`src/afbt_defs.vh`:
```
/*
 flash bus host controller constants: timing figures in ns and derived cycle counts.
 assumes a 250 MHz mclk (4 ns period).
*/
`ifndef AFBT_DEFS_VH
`define AFBT_DEFS_VH
`define AFBT_CLK_NS          4
`define AFBT_ADDR_ACC_NS     75
`define AFBT_OE_ACC_NS       25
`define AFBT_PAGE_ACC_NS     25
`define AFBT_OE_FLOAT_NS     15
`define AFBT_CE_FLOAT_NS     25
`define AFBT_RST_REC_NS      210
`define AFBT_BYTE_SW_NS      1000
`define AFBT_STROBE_ACT_NS   60
`define AFBT_STROBE_INACT_NS 30
`define AFBT_ADDR_SETUP_NS   55
`define AFBT_WR_REC_NS       35
`define AFBT_RST_LOW_NS      100
`define AFBT_STS_WAIT_NS     500
`define AFBT_CYC(ns) ((((ns) + `AFBT_CLK_NS - 1) / `AFBT_CLK_NS) < 1 ? 1 : \
  (((ns) + `AFBT_CLK_NS - 1) / `AFBT_CLK_NS))
`define AFBT_ADDR_ACC_CYC     `AFBT_CYC(`AFBT_ADDR_ACC_NS)
`define AFBT_PAGE_ACC_CYC     `AFBT_CYC(`AFBT_PAGE_ACC_NS)
`define AFBT_FLOAT_CYC        `AFBT_CYC(`AFBT_CE_FLOAT_NS)
`define AFBT_RST_REC_CYC      `AFBT_CYC(`AFBT_RST_REC_NS)
`define AFBT_BYTE_SW_CYC      `AFBT_CYC(`AFBT_BYTE_SW_NS)
`define AFBT_STROBE_ACT_CYC   `AFBT_CYC(`AFBT_STROBE_ACT_NS)
`define AFBT_STROBE_INACT_CYC `AFBT_CYC(`AFBT_STROBE_INACT_NS)
`define AFBT_WR_REC_CYC       `AFBT_CYC(`AFBT_WR_REC_NS)
`define AFBT_RST_LOW_CYC      `AFBT_CYC(`AFBT_RST_LOW_NS)
`define AFBT_STS_WAIT_CYC     `AFBT_CYC(`AFBT_STS_WAIT_NS)
`define AFBT_PAGE_WORDS       8
`define AFBT_SEL_ON           3'b000
`define AFBT_SEL_OFF          3'b001
`endif

```
`src/afbt_host.v`:
```
/*
 host controller driving an asynchronous nor flash bus: reads, 8-word page reads,
 writes, reset pulse and ready/busy wait. assumes one request at a time from
 same-clock user logic and the flash pins wired directly to the ports.
*/
`timescale 1ns/1ps
`include "afbt_defs.vh"
module afbt_host
(
  input  wire        mclk,
  input  wire        sys_rst,
  input  wire        req_valid,
  input  wire        req_write,
  input  wire        req_page,
  input  wire        req_std_mode,
  input  wire        req_byte_mode,
  input  wire        req_reset,
  input  wire [23:0] req_addr,
  input  wire [15:0] req_wdata,
  input  wire        prog_enable_req,
  output wire        req_ready,
  output reg         rsp_valid,
  output reg  [15:0] rsp_rdata,
  output reg         busy_status,
  output reg  [23:0] flash_addr,
  output reg  [15:0] flash_dq_o,
  output reg         flash_dq_oe_n,
  input  wire [15:0] flash_dq_i,
  output reg  [2:0]  select_combination,
  output reg         flash_oe_n,
  output reg         flash_we_n,
  output reg         flash_byte_n,
  output reg         reset_powerdown_n,
  output reg         program_enable_input,
  input  wire        ready_status_pin
);
  localparam ST_IDLE  = 9'b000000001;
  localparam ST_RACC  = 9'b000000010;
  localparam ST_RPAGE = 9'b000000100;
  localparam ST_FLOAT = 9'b000001000;
  localparam ST_WLOW  = 9'b000010000;
  localparam ST_WHIGH = 9'b000100000;
  localparam ST_RSTLO = 9'b001000000;
  localparam ST_RSTRC = 9'b010000000;
  localparam ST_BYTE  = 9'b100000000;

  // cycle end points, sliced to the counter widths below
  localparam [31:0] BYTE_END  = `AFBT_BYTE_SW_CYC - 1;
  localparam [31:0] ACC_END   = `AFBT_ADDR_ACC_CYC + 1;
  localparam [31:0] PAGE_END  = `AFBT_PAGE_ACC_CYC + 1;
  localparam [31:0] FLOAT_END = `AFBT_FLOAT_CYC - 1;
  localparam [31:0] WLOW_END  = `AFBT_STROBE_ACT_CYC - 1;
  localparam [31:0] WHIGH_END = `AFBT_STROBE_INACT_CYC - 1;
  localparam [31:0] RSTLO_END = `AFBT_RST_LOW_CYC - 1;
  localparam [31:0] RSTRC_END = `AFBT_RST_REC_CYC - 1;
  localparam [31:0] STS_LOAD  = `AFBT_STS_WAIT_CYC;
  localparam [31:0] REC_LOAD  = `AFBT_WR_REC_CYC;

  reg  [8:0]  state_q;
  reg  [8:0]  cnt_q;
  reg  [2:0]  word_q;
  reg  [8:0]  rec_q;
  reg  [15:0] dq_s1_q;
  reg  [15:0] dq_s2_q;
  reg         sts_s1_q;
  reg         sts_s2_q;
  reg         page_q;
  reg         std_q;
  reg  [7:0]  sts_wait_q;

  assign req_ready = (state_q == ST_IDLE) && (rec_q == 9'h000);

  // sample asynchronous pins through two flops
  always @(posedge mclk or posedge sys_rst)
  begin
    if (sys_rst)
    begin
      dq_s1_q  <= 16'h0000;
      dq_s2_q  <= 16'h0000;
      sts_s1_q <= 1'b1;
      sts_s2_q <= 1'b1;
    end
    else
    begin
      dq_s1_q  <= flash_dq_i;
      dq_s2_q  <= dq_s1_q;
      sts_s1_q <= ready_status_pin;
      sts_s2_q <= sts_s1_q;
    end
  end

  always @(posedge mclk or posedge sys_rst)
  begin
    if (sys_rst)
    begin
      state_q              <= ST_RSTLO;
      cnt_q                <= 9'h000;
      word_q               <= 3'h0;
      rec_q                <= 9'h000;
      page_q               <= 1'b0;
      std_q                <= 1'b0;
      sts_wait_q           <= 8'h00;
      rsp_valid            <= 1'b0;
      rsp_rdata            <= 16'h0000;
      busy_status          <= 1'b0;
      flash_addr           <= 24'h000000;
      flash_dq_o           <= 16'h0000;
      flash_dq_oe_n        <= 1'b1;
      select_combination   <= `AFBT_SEL_OFF;
      flash_oe_n           <= 1'b1;
      flash_we_n           <= 1'b1;
      flash_byte_n         <= 1'b1;
      reset_powerdown_n    <= 1'b0;
      program_enable_input <= 1'b0;
    end
    else
    begin
      rsp_valid <= 1'b0;
      if (rec_q != 9'h000)
        rec_q <= rec_q - 9'h001;
      if (sts_wait_q != 8'h00)
        sts_wait_q <= sts_wait_q - 8'h01;
      busy_status <= (~sts_s2_q) || (sts_wait_q != 8'h00);
      program_enable_input <= prog_enable_req || program_enable_input && busy_status;
      case (state_q)
        ST_IDLE:
        begin
          if (req_valid && req_ready)
          begin
            flash_addr <= req_addr;
            page_q     <= req_page;
            std_q      <= req_std_mode;
            word_q     <= 3'h0;
            if (req_reset)
            begin
              reset_powerdown_n <= 1'b0;
              cnt_q             <= 9'h000;
              state_q           <= ST_RSTLO;
            end
            else if (req_byte_mode != flash_byte_n)
            begin
              select_combination <= `AFBT_SEL_ON;
              flash_byte_n       <= req_byte_mode;
              cnt_q              <= 9'h000;
              state_q            <= ST_BYTE;
            end
            else if (req_write)
            begin
              // address, data and flash_we_n low all driven in the same cycle
              flash_dq_o         <= req_wdata;
              flash_dq_oe_n      <= 1'b0;
              select_combination <= `AFBT_SEL_ON;
              flash_oe_n         <= 1'b1;
              flash_we_n         <= 1'b0;
              cnt_q              <= 9'h000;
              state_q            <= ST_WLOW;
            end
            else
            begin
              select_combination <= `AFBT_SEL_ON;
              // oe with select, no lag needed
              flash_oe_n         <= 1'b0;
              flash_we_n         <= 1'b1;
              cnt_q              <= 9'h000;
              state_q            <= ST_RACC;
            end
          end
        end
        ST_BYTE:
        begin
          if (cnt_q == BYTE_END[8:0])
          begin
            select_combination <= `AFBT_SEL_OFF;
            rsp_valid          <= 1'b1;
            state_q            <= ST_IDLE;
          end
          else
            cnt_q <= cnt_q + 9'h001;
        end
        ST_RACC:
        begin
          // full access plus two sync flops
          if (cnt_q == ACC_END[8:0])
          begin
            rsp_rdata <= dq_s2_q;
            rsp_valid <= 1'b1;
            cnt_q     <= 9'h000;
            if (page_q && word_q != 3'h7)
            begin
              word_q          <= word_q + 3'h1;
              flash_addr[2:0] <= word_q + 3'h1;
              state_q         <= ST_RPAGE;
            end
            else
            begin
              flash_oe_n         <= 1'b1;
              select_combination <= `AFBT_SEL_OFF;
              state_q            <= ST_FLOAT;
            end
          end
          else
            cnt_q <= cnt_q + 9'h001;
        end
        ST_RPAGE:
        begin
          // page step, full access in standard mode
          if (cnt_q == (std_q ? ACC_END[8:0] : PAGE_END[8:0]))
          begin
            rsp_rdata <= dq_s2_q;
            rsp_valid <= 1'b1;
            cnt_q     <= 9'h000;
            if (word_q != 3'h7)
            begin
              word_q          <= word_q + 3'h1;
              flash_addr[2:0] <= word_q + 3'h1;
            end
            else
            begin
              flash_oe_n         <= 1'b1;
              select_combination <= `AFBT_SEL_OFF;
              state_q            <= ST_FLOAT;
            end
          end
          else
            cnt_q <= cnt_q + 9'h001;
        end
        ST_FLOAT:
        begin
          if (cnt_q == FLOAT_END[8:0])
            state_q <= ST_IDLE;
          else
            cnt_q <= cnt_q + 9'h001;
        end
        ST_WLOW:
        begin
          if (cnt_q == WLOW_END[8:0])
          begin
            flash_we_n <= 1'b1;
            cnt_q      <= 9'h000;
            sts_wait_q <= STS_LOAD[7:0];
            state_q    <= ST_WHIGH;
          end
          else
            cnt_q <= cnt_q + 9'h001;
        end
        ST_WHIGH:
        begin
          if (cnt_q == WHIGH_END[8:0])
          begin
            flash_dq_oe_n      <= 1'b1;
            select_combination <= `AFBT_SEL_OFF;
            rsp_valid          <= 1'b1;
            rec_q              <= REC_LOAD[8:0];
            state_q            <= ST_IDLE;
          end
          else
            cnt_q <= cnt_q + 9'h001;
        end
        ST_RSTLO:
        begin
          if (cnt_q == RSTLO_END[8:0])
          begin
            reset_powerdown_n <= 1'b1;
            cnt_q             <= 9'h000;
            state_q           <= ST_RSTRC;
          end
          else
            cnt_q <= cnt_q + 9'h001;
        end
        ST_RSTRC:
        begin
          if (cnt_q == RSTRC_END[8:0])
          begin
            flash_byte_n <= 1'b1;
            rsp_valid    <= 1'b1;
            state_q      <= ST_IDLE;
          end
          else
            cnt_q <= cnt_q + 9'h001;
        end
        default:
          state_q <= ST_IDLE;
      endcase
    end
  end
endmodule // afbt_host

```
`config.mk`:
```
export PLATFORM = sky130hd
export DESIGN_NAME = afbt_host
export DESIGN_NICKNAME = d
export VERILOG_FILES = /design/src/afbt_host.v
export VERILOG_INCLUDE_DIRS = /design/src /design/src/src
export SDC_FILE = /design/constraint.sdc
export NUM_CORES = 1
export LEC_CHECK = 0
export BUFFER_PORTS_ARGS = -buffer_cell sky130_fd_sc_hd__clkbuf_2
export CORE_ASPECT_RATIO = 2
export CORE_MARGIN = 5
export CORE_UTILIZATION = 43
export CTS_CLUSTER_SIZE = 30
export DETAILED_ROUTE_END_ITERATION = 16
export GPL_TIMING_DRIVEN = 0
export MAX_ROUTING_LAYER = met4
export PLACE_DENSITY = 0.8
export RECOVER_POWER = 50
export SYNTH_ARGS = -nofsm -noshare
export SYNTH_HDL_FRONTEND = slang
export SYNTH_SLANG_ARGS = --single-unit
export TNS_END_PERCENT = 5
```
`constraint.sdc`:
```
create_clock -name mclk -period 4.1 [get_ports mclk]
set_input_delay 0.41 -clock mclk [delete_from_list [all_inputs] [get_ports mclk]]
set_output_delay 0.41 -clock mclk [all_outputs]
set_load 0.01 [all_outputs]
```
==> impl_metrics.json, run 1 <==
{
  "ir_worst_vdd_v": 0.000438,
  "timing.critical_path.from_type": "flip-flop",
  "synthToLayoutAreaGrowth_pct": 24.8,
  "clock-root-buffer": "sky130_fd_sc_hd__clkbuf_16",
  "drv.max_cap_violation_count": 0,
  "synth_enable_flop_cells": 0,
  "worstMarginPinSlew_ns": 0.653,
  "route.detailed.drc": 0,
  "grt_pass1_wl_um": 22900,
  "standard_cell_row_count": 60,
  "placed_cell_area_um2": 6720,
  "post-cts-setup-buffer-count": 0,
  "setup_total_negative_slack_ns": 0,
  "track_usage_pct": 18.6,
  "io_pins": 134,
  "synth_simple_gate_area_share_pct": 18.4,
  "unrepaired_setup_endpoints_after_global_routing": "no",
  "power-per-cell-area_nw_per_um2": 684,
  "run_status": "finished, final reports clean",
  "min_period_ns": 2.76,
  "synth_top_family_by_area": "simple AND/OR/NAND/NOR gates",
  "port_buffers": 130,
  "yosys-mux-area-fraction_pct": 6.96,
  "number_of_cells_produced_by_synthesis": 500,
  "ys_seq_area_share_pct": 60.1,
  "postLayoutSetupSlackWorst_ns": 1.34,
  "timing.final.setup_violations": 0,
  "cpMaxStageDelayCell": "sky130_fd_sc_hd__o2bb2ai_1",
  "final_cycle_utilization_of_the_critical_path_pct": 67.4,
  "dr_total_vias": 4334,
  "drive_above_1_share_pct": 28.3,
  "cts_tree": "done",
  "worstPathBufferInverterCount": 2,
  "diode_insertion_count_for_antenna_repair": 0,
  "worst_hold_path_type": "in -> reg",
  "worstPathRequired_ns": 4.39,
  "cts-htree-levels": 4,
  "floorplan.die_area_um2": 16100,
  "report.final.slew_viol_count": 0,
  "clock-skew-final_ns": 0.0112,
  "synth_area_um2": 5810,
  "critPathKind": "reg -> reg",
  "worstPathCellList": "nor4_4 > nand4_1 > o2bb2ai_1 > nand2b_1 > buf_2 > buf_4 > mux2_2",
  "timing.critical_path.to_type": "flip-flop",
  "start_util_pct": 43.5,
  "timing.critical_path.fanout_max": 10,
  "grt_pass1_vias": 4781,
  "rrSetupSlack_ns": 1.34,
  "route.detailed.vias_per_inst": 5.27,
  "wl_per_cell_um": 16.5,
  "detailedRoute.firstPassIterationCount": 4,
  "synth_cell_types": 59,
  "yosys.area_share.xor_xnor_pct": 2.11,
  "synth.yosys.warnings": 0,
  "cts_inserted_buffers": 17,
  "fin_util_pct": 54.2,
  "cts.reportedPaths.clkPinSlew_ns": 0.06,
  "dominantRegCellSynth": "sky130_fd_sc_hd__dfrtp_1",
  "clock_sink_count": 139,
  "fmaxAchievable_mhz": 362,
  "max_slew_margin_pct": 56.3,
  "postSynthAreaPerCell_um2": 11.6,
  "dp_worst_setup_slack_ns": 1.34,
  "clock_tree.buffer_depth": 2,
  "final_area_um2": 7250,
  "place.gp.congestion": 0.911,
  "dpl.hpwl_um": 10400,
  "p_leak_nw": 3.52,
  "async_reset_ff_share_pct": 100,
  "route.final.wire_length_um": 13600,
  "final-hold-violation-count": 0,
  "layoutNonFillerInstCount": 822,
  "grt_max_degree": 48,
  "die-width_um": 92.2,
  "fillCellCount": 1195,
  "floorplan.die.height_um": 174,
  "drt_iter0_drc": 169,
  "worstPathArrival_ns": 3.05,
  "clock_insertion_delay_worst_skew_ns": 0.42,
  "cp_top_delay_family": "simple AND/OR/NAND/NOR gates",
  "initial_antenna_violation_count": 0,
  "placedCellCount": 789,
  "power.total_mw": 4.96,
  "design.core.area_um2": 13400,
  "timing.critical_path.slowest_cell_delay_ns": 0.51,
  "synth_area_in_compound_gates_pct": 7.86,
  "synth_seq_cells": 139,
  "ant_nets": 0,
  "grt_overflow_total": 0,
  "synth-adder-area-share_pct": 1.94,
  "hold_slack_ns": 0.0809,
  "final_nets": 729
}
## path summary, 6_finish.rpt
check                                 startpoint              endpoint  depth (start not counted)
worst min-delay path            ready_status_pin              sts_s1_q                          1
worst max register to register        state_q[4]          rsp_rdata[5]                          7
min in group asynchronous                sys_rst  program_enable_input                          3
max in group asynchronous                sys_rst            flash_we_n                          5
worst min register to register        dq_s1_q[6]            dq_s2_q[6]                          0
worst max-delay path                  state_q[4]          rsp_rdata[5]                          7
## cell type report
class	count	area, um^2	share of cell area, %
flip-flops and latches	139	3490	48.1
multi-input cells	331	2170	29.9
repair buffers	134	669	9.24
clock buffers	17	425	5.87
well taps	155	194	2.68
clock inverters	15	148	2.04
plain buffers	18	101	1.40
inverters	13	51.3	0.708
## sequential cells by signal (all words and copies together), names as in the netlist, 3 cells and up
signal,cells
flash_addr,24
dq_s1_q,16
dq_s2_q,16
flash_dq_o,16
rsp_rdata,16
cnt_q,9
rec_q,9
state_q,9
sts_wait_q,8
word_q,3
## power by group
part	internal, mW	total, mW	switching (mW)
clock	0.806	1.45	0.648
sequential	1.74	2.01	0.268
combinational	0.606	1.49	0.886
total	3.15	4.96	1.80
## cell families (layout without fill, tap and decap cells)
group	Yosys count	in the layout
and+or+nand+nor	202	202
buffers and inverters	31	197
adders and majority gates	9	9
AOI/OAI and AO/OA	71	71
xor gates and xnor gates	14	14
other	1	2
DFF	139	139
muxes	33	33
## cell usage after synthesis (5+ instances only)
cell                       number  share of area [%]
sky130_fd_sc_hd__inv_1         12               0.78
sky130_fd_sc_hd__nand4_1        6               0.65
sky130_fd_sc_hd__o21ai_0       26                2.2
sky130_fd_sc_hd__nor3_1        11               0.95
sky130_fd_sc_hd__mux2_4         9                2.3
sky130_fd_sc_hd__xnor2_1        8                1.2
sky130_fd_sc_hd__a31oi_1        5               0.54
sky130_fd_sc_hd__mux2_2        23                4.5
sky130_fd_sc_hd__ha_1           9                1.9
sky130_fd_sc_hd__nand3_1        6               0.52
sky130_fd_sc_hd__a21oi_1       16                1.4
sky130_fd_sc_hd__xor2_1         6               0.90
sky130_fd_sc_hd__a21boi_0       5               0.65
sky130_fd_sc_hd__dfrtp_1      131                 56
sky130_fd_sc_hd__nand4b_1       7                1.1
sky130_fd_sc_hd__dfstp_2        8                3.6
sky130_fd_sc_hd__nor2_1        31                2.0
sky130_fd_sc_hd__nand2_1       95                6.1
sky130_fd_sc_hd__nor2b_1        6               0.65
sky130_fd_sc_hd__nand2b_1       6               0.65
sky130_fd_sc_hd__clkbuf_1       9               0.58
## cells in the final DEF, fill, tap and decap left out, types with 4 or more instances in the layout
master | synthesis | final
sky130_fd_sc_hd__dfrtp_1 | 131 | 131
sky130_fd_sc_hd__mux2_2 | 23 | 23
sky130_fd_sc_hd__xnor2_1 | 8 | 8
sky130_fd_sc_hd__ha_1 | 9 | 9
sky130_fd_sc_hd__clkbuf_16 | 0 | 17
sky130_fd_sc_hd__clkbuf_1 | 9 | 50
sky130_fd_sc_hd__o21ai_0 | 26 | 26
sky130_fd_sc_hd__nor3_1 | 11 | 11
sky130_fd_sc_hd__and4b_1 | 4 | 4
sky130_fd_sc_hd__mux2_4 | 9 | 9
sky130_fd_sc_hd__nand2b_1 | 6 | 6
sky130_fd_sc_hd__nand2_1 | 95 | 95
sky130_fd_sc_hd__nor2b_1 | 6 | 6
sky130_fd_sc_hd__a21oi_1 | 16 | 16
sky130_fd_sc_hd__inv_1 | 12 | 11
sky130_fd_sc_hd__nand4_1 | 6 | 6
sky130_fd_sc_hd__nand4b_1 | 7 | 7
sky130_fd_sc_hd__a21boi_0 | 5 | 5
sky130_fd_sc_hd__inv_6 | 0 | 6
sky130_fd_sc_hd__buf_4 | 4 | 4
sky130_fd_sc_hd__xor2_1 | 6 | 6
sky130_fd_sc_hd__or3_1 | 4 | 4
sky130_fd_sc_hd__dfstp_2 | 8 | 8
sky130_fd_sc_hd__clkbuf_2 | 0 | 89
sky130_fd_sc_hd__a31oi_1 | 5 | 5
sky130_fd_sc_hd__nand3_1 | 6 | 6
sky130_fd_sc_hd__nor2_1 | 31 | 31
## repair_timing
item	CTS	global route
resized for setup	0	0
endpoints found under the hold margin	9	0
hold buffers	1	0
## per-layer routing
metal	vias to the layer above	wire length, um	track usage, %
met5	-	0	-
met1	2134	4790	17.7
met4	0	537	10.2
met2	122	7800	34.2
li1	2035	-	-
met3	43	457	3.59
Power figures use the tool's default switching activity.
==> run 2, diff against run 1 <==
- ABC_AREA: default -> 1
- PLACE_DENSITY: 0.8 -> 0.79
- clock period: 4.1 -> 2.5 ns (I/O delays scaled with it)
==> run 2 against run 1 <==
Against the previous run: non-clock buffer count increased by 19; flip-flop and latch count unchanged; first-iteration DRC count rose by 31%; critical path depth increased by 3; setup slack worse by 1.1 ns; synthesized cell count grew 52%; combinational power up 110%; clock skew increased by 0.0016 ns; critical path type unchanged; largest cell class unchanged; highest routed layer unchanged.
==> impl_metrics.json, run 2 <==
{
  "synth_seq_cells": 139,
  "timing.critical_path.fanout_max": 10,
  "cts.reportedPaths.clkPinSlew_ns": 0.07,
  "drive_above_1_share_pct": 19.3,
  "detail_route.wirelength.met1_um": 6080,
  "worstMarginPinSlew_ns": 1.03,
  "clock-skew-final_ns": 0.0128,
  "ys_seq_area_share_pct": 55.1,
  "timing.critical_path.to_type": "flip-flop",
  "wl_per_cell_um": 14.3,
  "route.met2.wl_um": 8990,
  "critPathKind": "reg -> reg",
  "standard_cell_row_count": 62,
  "cts-htree-levels": 4,
  "fmaxAchievable_mhz": 436,
  "ff2ff_path_depth": 10,
  "hold_slack_ns": 0.0238,
  "postSynthAreaPerCell_um2": 8.31,
  "io_pins": 134,
  "ys_top_cells_by_count": "sky130_fd_sc_hd__nand2_1 (289), sky130_fd_sc_hd__dfrtp_1 (131), sky130_fd_sc_hd__nor2_1 (71)",
  "report.final.slew_viol_count": 0,
  "hold_path.startpoint": "req_addr[11]",
  "synth_enable_flop_cells": 0,
  "max_slew_margin_pct": 30.8,
  "cpMaxStageDelayCell": "sky130_fd_sc_hd__dfrtp_1",
  "synthToLayoutAreaGrowth_pct": 26.4,
  "synth_area_leaders": "sky130_fd_sc_hd__dfrtp_1 (52%), sky130_fd_sc_hd__nand2_1 (17%), sky130_fd_sc_hd__nand3_1 (5.2%), sky130_fd_sc_hd__nor2_1 (4.2%), sky130_fd_sc_hd__inv_1 (3.9%)",
  "dp_worst_setup_slack_ns": 0.245,
  "route.detailed.drc": 0,
  "diode_insertion_count_for_antenna_repair": 0,
  "route.final.wire_length_um": 16300,
  "combPwrFrac_pct": 35.5,
  "design.core.area_um2": 14400,
  "async_reset_ff_share_pct": 100,
  "post_synthesis_cell_type_with_the_largest_combined_area": "sky130_fd_sc_hd__dfrtp_1",
  "synth.yosys.warnings": 0,
  "grt_pass1_vias": 5774,
  "layoutNonFillerInstCount": 1140,
  "ant_nets": 0,
  "top_signal_layer_used": "met4",
  "reg2reg_from": "rec_q[0]",
  "hold_path_depth": 3,
  "min_period_ns": 2.30,
  "largest_register": "flash_addr",
  "start_util_pct": 43.9,
  "layout_commonest_cell": "sky130_fd_sc_hd__nand2_1",
  "drv.max_cap_violation_count": 0,
  "initial_antenna_violation_count": 0,
  "p_leak_nw": 4.33,
  "grt_max_degree": 42,
  "p_int_mw": 5.26,
  "place.gp.congestion": 0.965,
  "final_nets": 1010,
  "unrepaired_setup_endpoints_after_global_routing": "no",
  "floorplan.die_area_um2": 17400,
  "detailedRoute.firstPassIterationCount": 6,
  "dominantRegCellSynth": "sky130_fd_sc_hd__dfrtp_1",
  "die-width_um": 95.8,
  "port_buffers": 131,
  "number_of_cells_produced_by_synthesis": 762,
  "floorplan.die.height_um": 182,
  "clock_tree.buffer_depth": 2,
  "synth_area_um2": 6330,
  "synth_top_area_share_pct": 51.8,
  "worstPathArrival_ns": 2.60,
  "final-hold-violation-count": 0,
  "worstPathCellList": "inv_1 > ha_1 > nand2_1 > nor2_2 > nand2_2 > o21ai_2 > nand2_1 > inv_1 > nand3_2 > o21ai_0",
  "clock_sink_count": 139,
  "wl_met3_um": 704,
  "max_ffs_per_register": 24,
  "ir_worst_vdd_v": 0.000727,
  "synth.most_common_cell": "sky130_fd_sc_hd__nand2_1",
  "track_usage_pct": 20.4,
  "power_frac_seq_pct": 36.0,
  "power-per-cell-area_nw_per_um2": 1100,
  "most-common-layout-cells": "sky130_fd_sc_hd__nand2_1 (289), sky130_fd_sc_hd__dfrtp_1 (131), sky130_fd_sc_hd__clkbuf_2 (92), sky130_fd_sc_hd__nor2_1 (71), sky130_fd_sc_hd__nand3_1 (66)",
  "cts_tree": "done",
  "postLayoutSetupSlackWorst_ns": 0.204,
  "whs_endpoint": "flash_addr[11]",
  "final_cycle_utilization_of_the_critical_path_pct": 91.8,
  "timing.critical_path.slowest_cell_delay_ns": 0.40,
  "timing.final.setup_violations": 0,
  "worst_hold_path_type": "in -> reg",
  "dr_total_vias": 5503,
  "run_status": "finished, final reports clean",
  "clock-root-buffer": "sky130_fd_sc_hd__clkbuf_16",
  "grt_pass1_wl_um": 26900,
  "regToRegEndpoint": "state_q[1]",
  "dpl.hpwl_um": 12500,
  "clock_insertion_delay_worst_skew_ns": 0.42,
  "sw_frac_of_total_pct": 40.4,
  "worstPathRequired_ns": 2.80,
  "clock_power_share_pct": 28.6,
  "net_load_switching_power_mw": 3.56,
  "post-cts-setup-buffer-count": 0,
  "grt_overflow_total": 0,
  "route.detailed.vias_per_inst": 4.83,
  "cts_inserted_buffers": 17,
  "synth_cell_types": 35,
  "timing.critical_path.from_type": "flip-flop",
  "placedCellCount": 1089,
  "drt_iter0_drc": 221,
  "rrSetupSlack_ns": 0.20
}
run 2: metal layers:
metal,global-route usage (%),vias to the layer above
met5,-,-
met4,9.52,0
met3,3.89,40
met2,36.2,168
met1,21.0,2560
li1,-,2735
run 2: how the worst max path moves through the flow:
stage / cells past startpoint / from / to / slack [ns]
2_1_floorplan: 1 / sys_rst / busy_status / 0.52
3_3_place_gp: 2 / sys_rst / sts_wait_q[7] / -0.34
3_5_place_dp: 10 / cnt_q[0] / state_q[1] / 0.24
4_1_cts: 10 / cnt_q[0] / state_q[1] / 0.20
5_1_grt: 10 / cnt_q[0] / state_q[7] / 0.04
6_report: 10 / rec_q[0] / state_q[1] / 0.20
run 2: layout make-up:
| cell class | instances | area, um^2 |
|---|---|---|
| Clock buffer | 17 | 425 |
| Sequential cell | 139 | 3490 |
| Timing Repair Buffer | 153 | 841 |
| Multi-Input combinational cell | 534 | 2460 |
| Clock inverter | 15 | 163 |
| Fill cell | 1376 | 6420 |
| Tap cell | 192 | 240 |
| Inverter | 72 | 272 |
| Buffer | 18 | 111 |
run 2: logic make-up after synthesis:
kind of cell / count (synthesis) / share of synthesized area [%]
xor gates and xnor gates: 12 / 1.66
adders and majority gates: 9 / 1.78
AOI/OAI and AO/OA: 40 / 3.58
other: 1 / 0.0592
DFF: 139 / 55.1
buffers and inverters: 90 / 6.03
and+or+nand+nor: 471 / 31.8
run 2: power groups by stage:
stage | logic [mW] | clock network, mW | registers, mW
CTS | 3.23 | 2.57 | 3.17
detailed placement | 3.20 | 0 | 3.21
global placement | 3.13 | 0 | 3.19
global route | 3.53 | 2.68 | 3.24
floorplan | 1.81 | 0 | 3.39
finish | 3.13 | 2.52 | 3.17
run 2: stage by stage:
stage	power (mW)	TNS (ns)	area (um^2)	util [%]
floorplan	5.20	0	6340	-
global placement	6.32	-43.31	7230	50.1
detailed placement	6.41	0	7290	50.6
CTS	8.98	0	8070	55.9
global route	9.45	0	8010	55.5
finish	8.82	0	8010	55.5
run 2: worst max-delay path: cells and delay by family (launching register included):
family | cells | cell delay [ns]
AOI/OAI and AO/OA | 2 | 0.62
adders and majority gates | 1 | 0.21
buffers and inverters | 2 | 0.22
DFF | 1 | 0.40
and+or+nand+nor | 5 | 0.72
run 2: what timing repair did:
item                                    in CTS  in global routing
resized for setup                            0                  1
hold endpoints to repair                    37                  0
hold buffers                                19                  0
endpoints found under the setup margin       0                  3
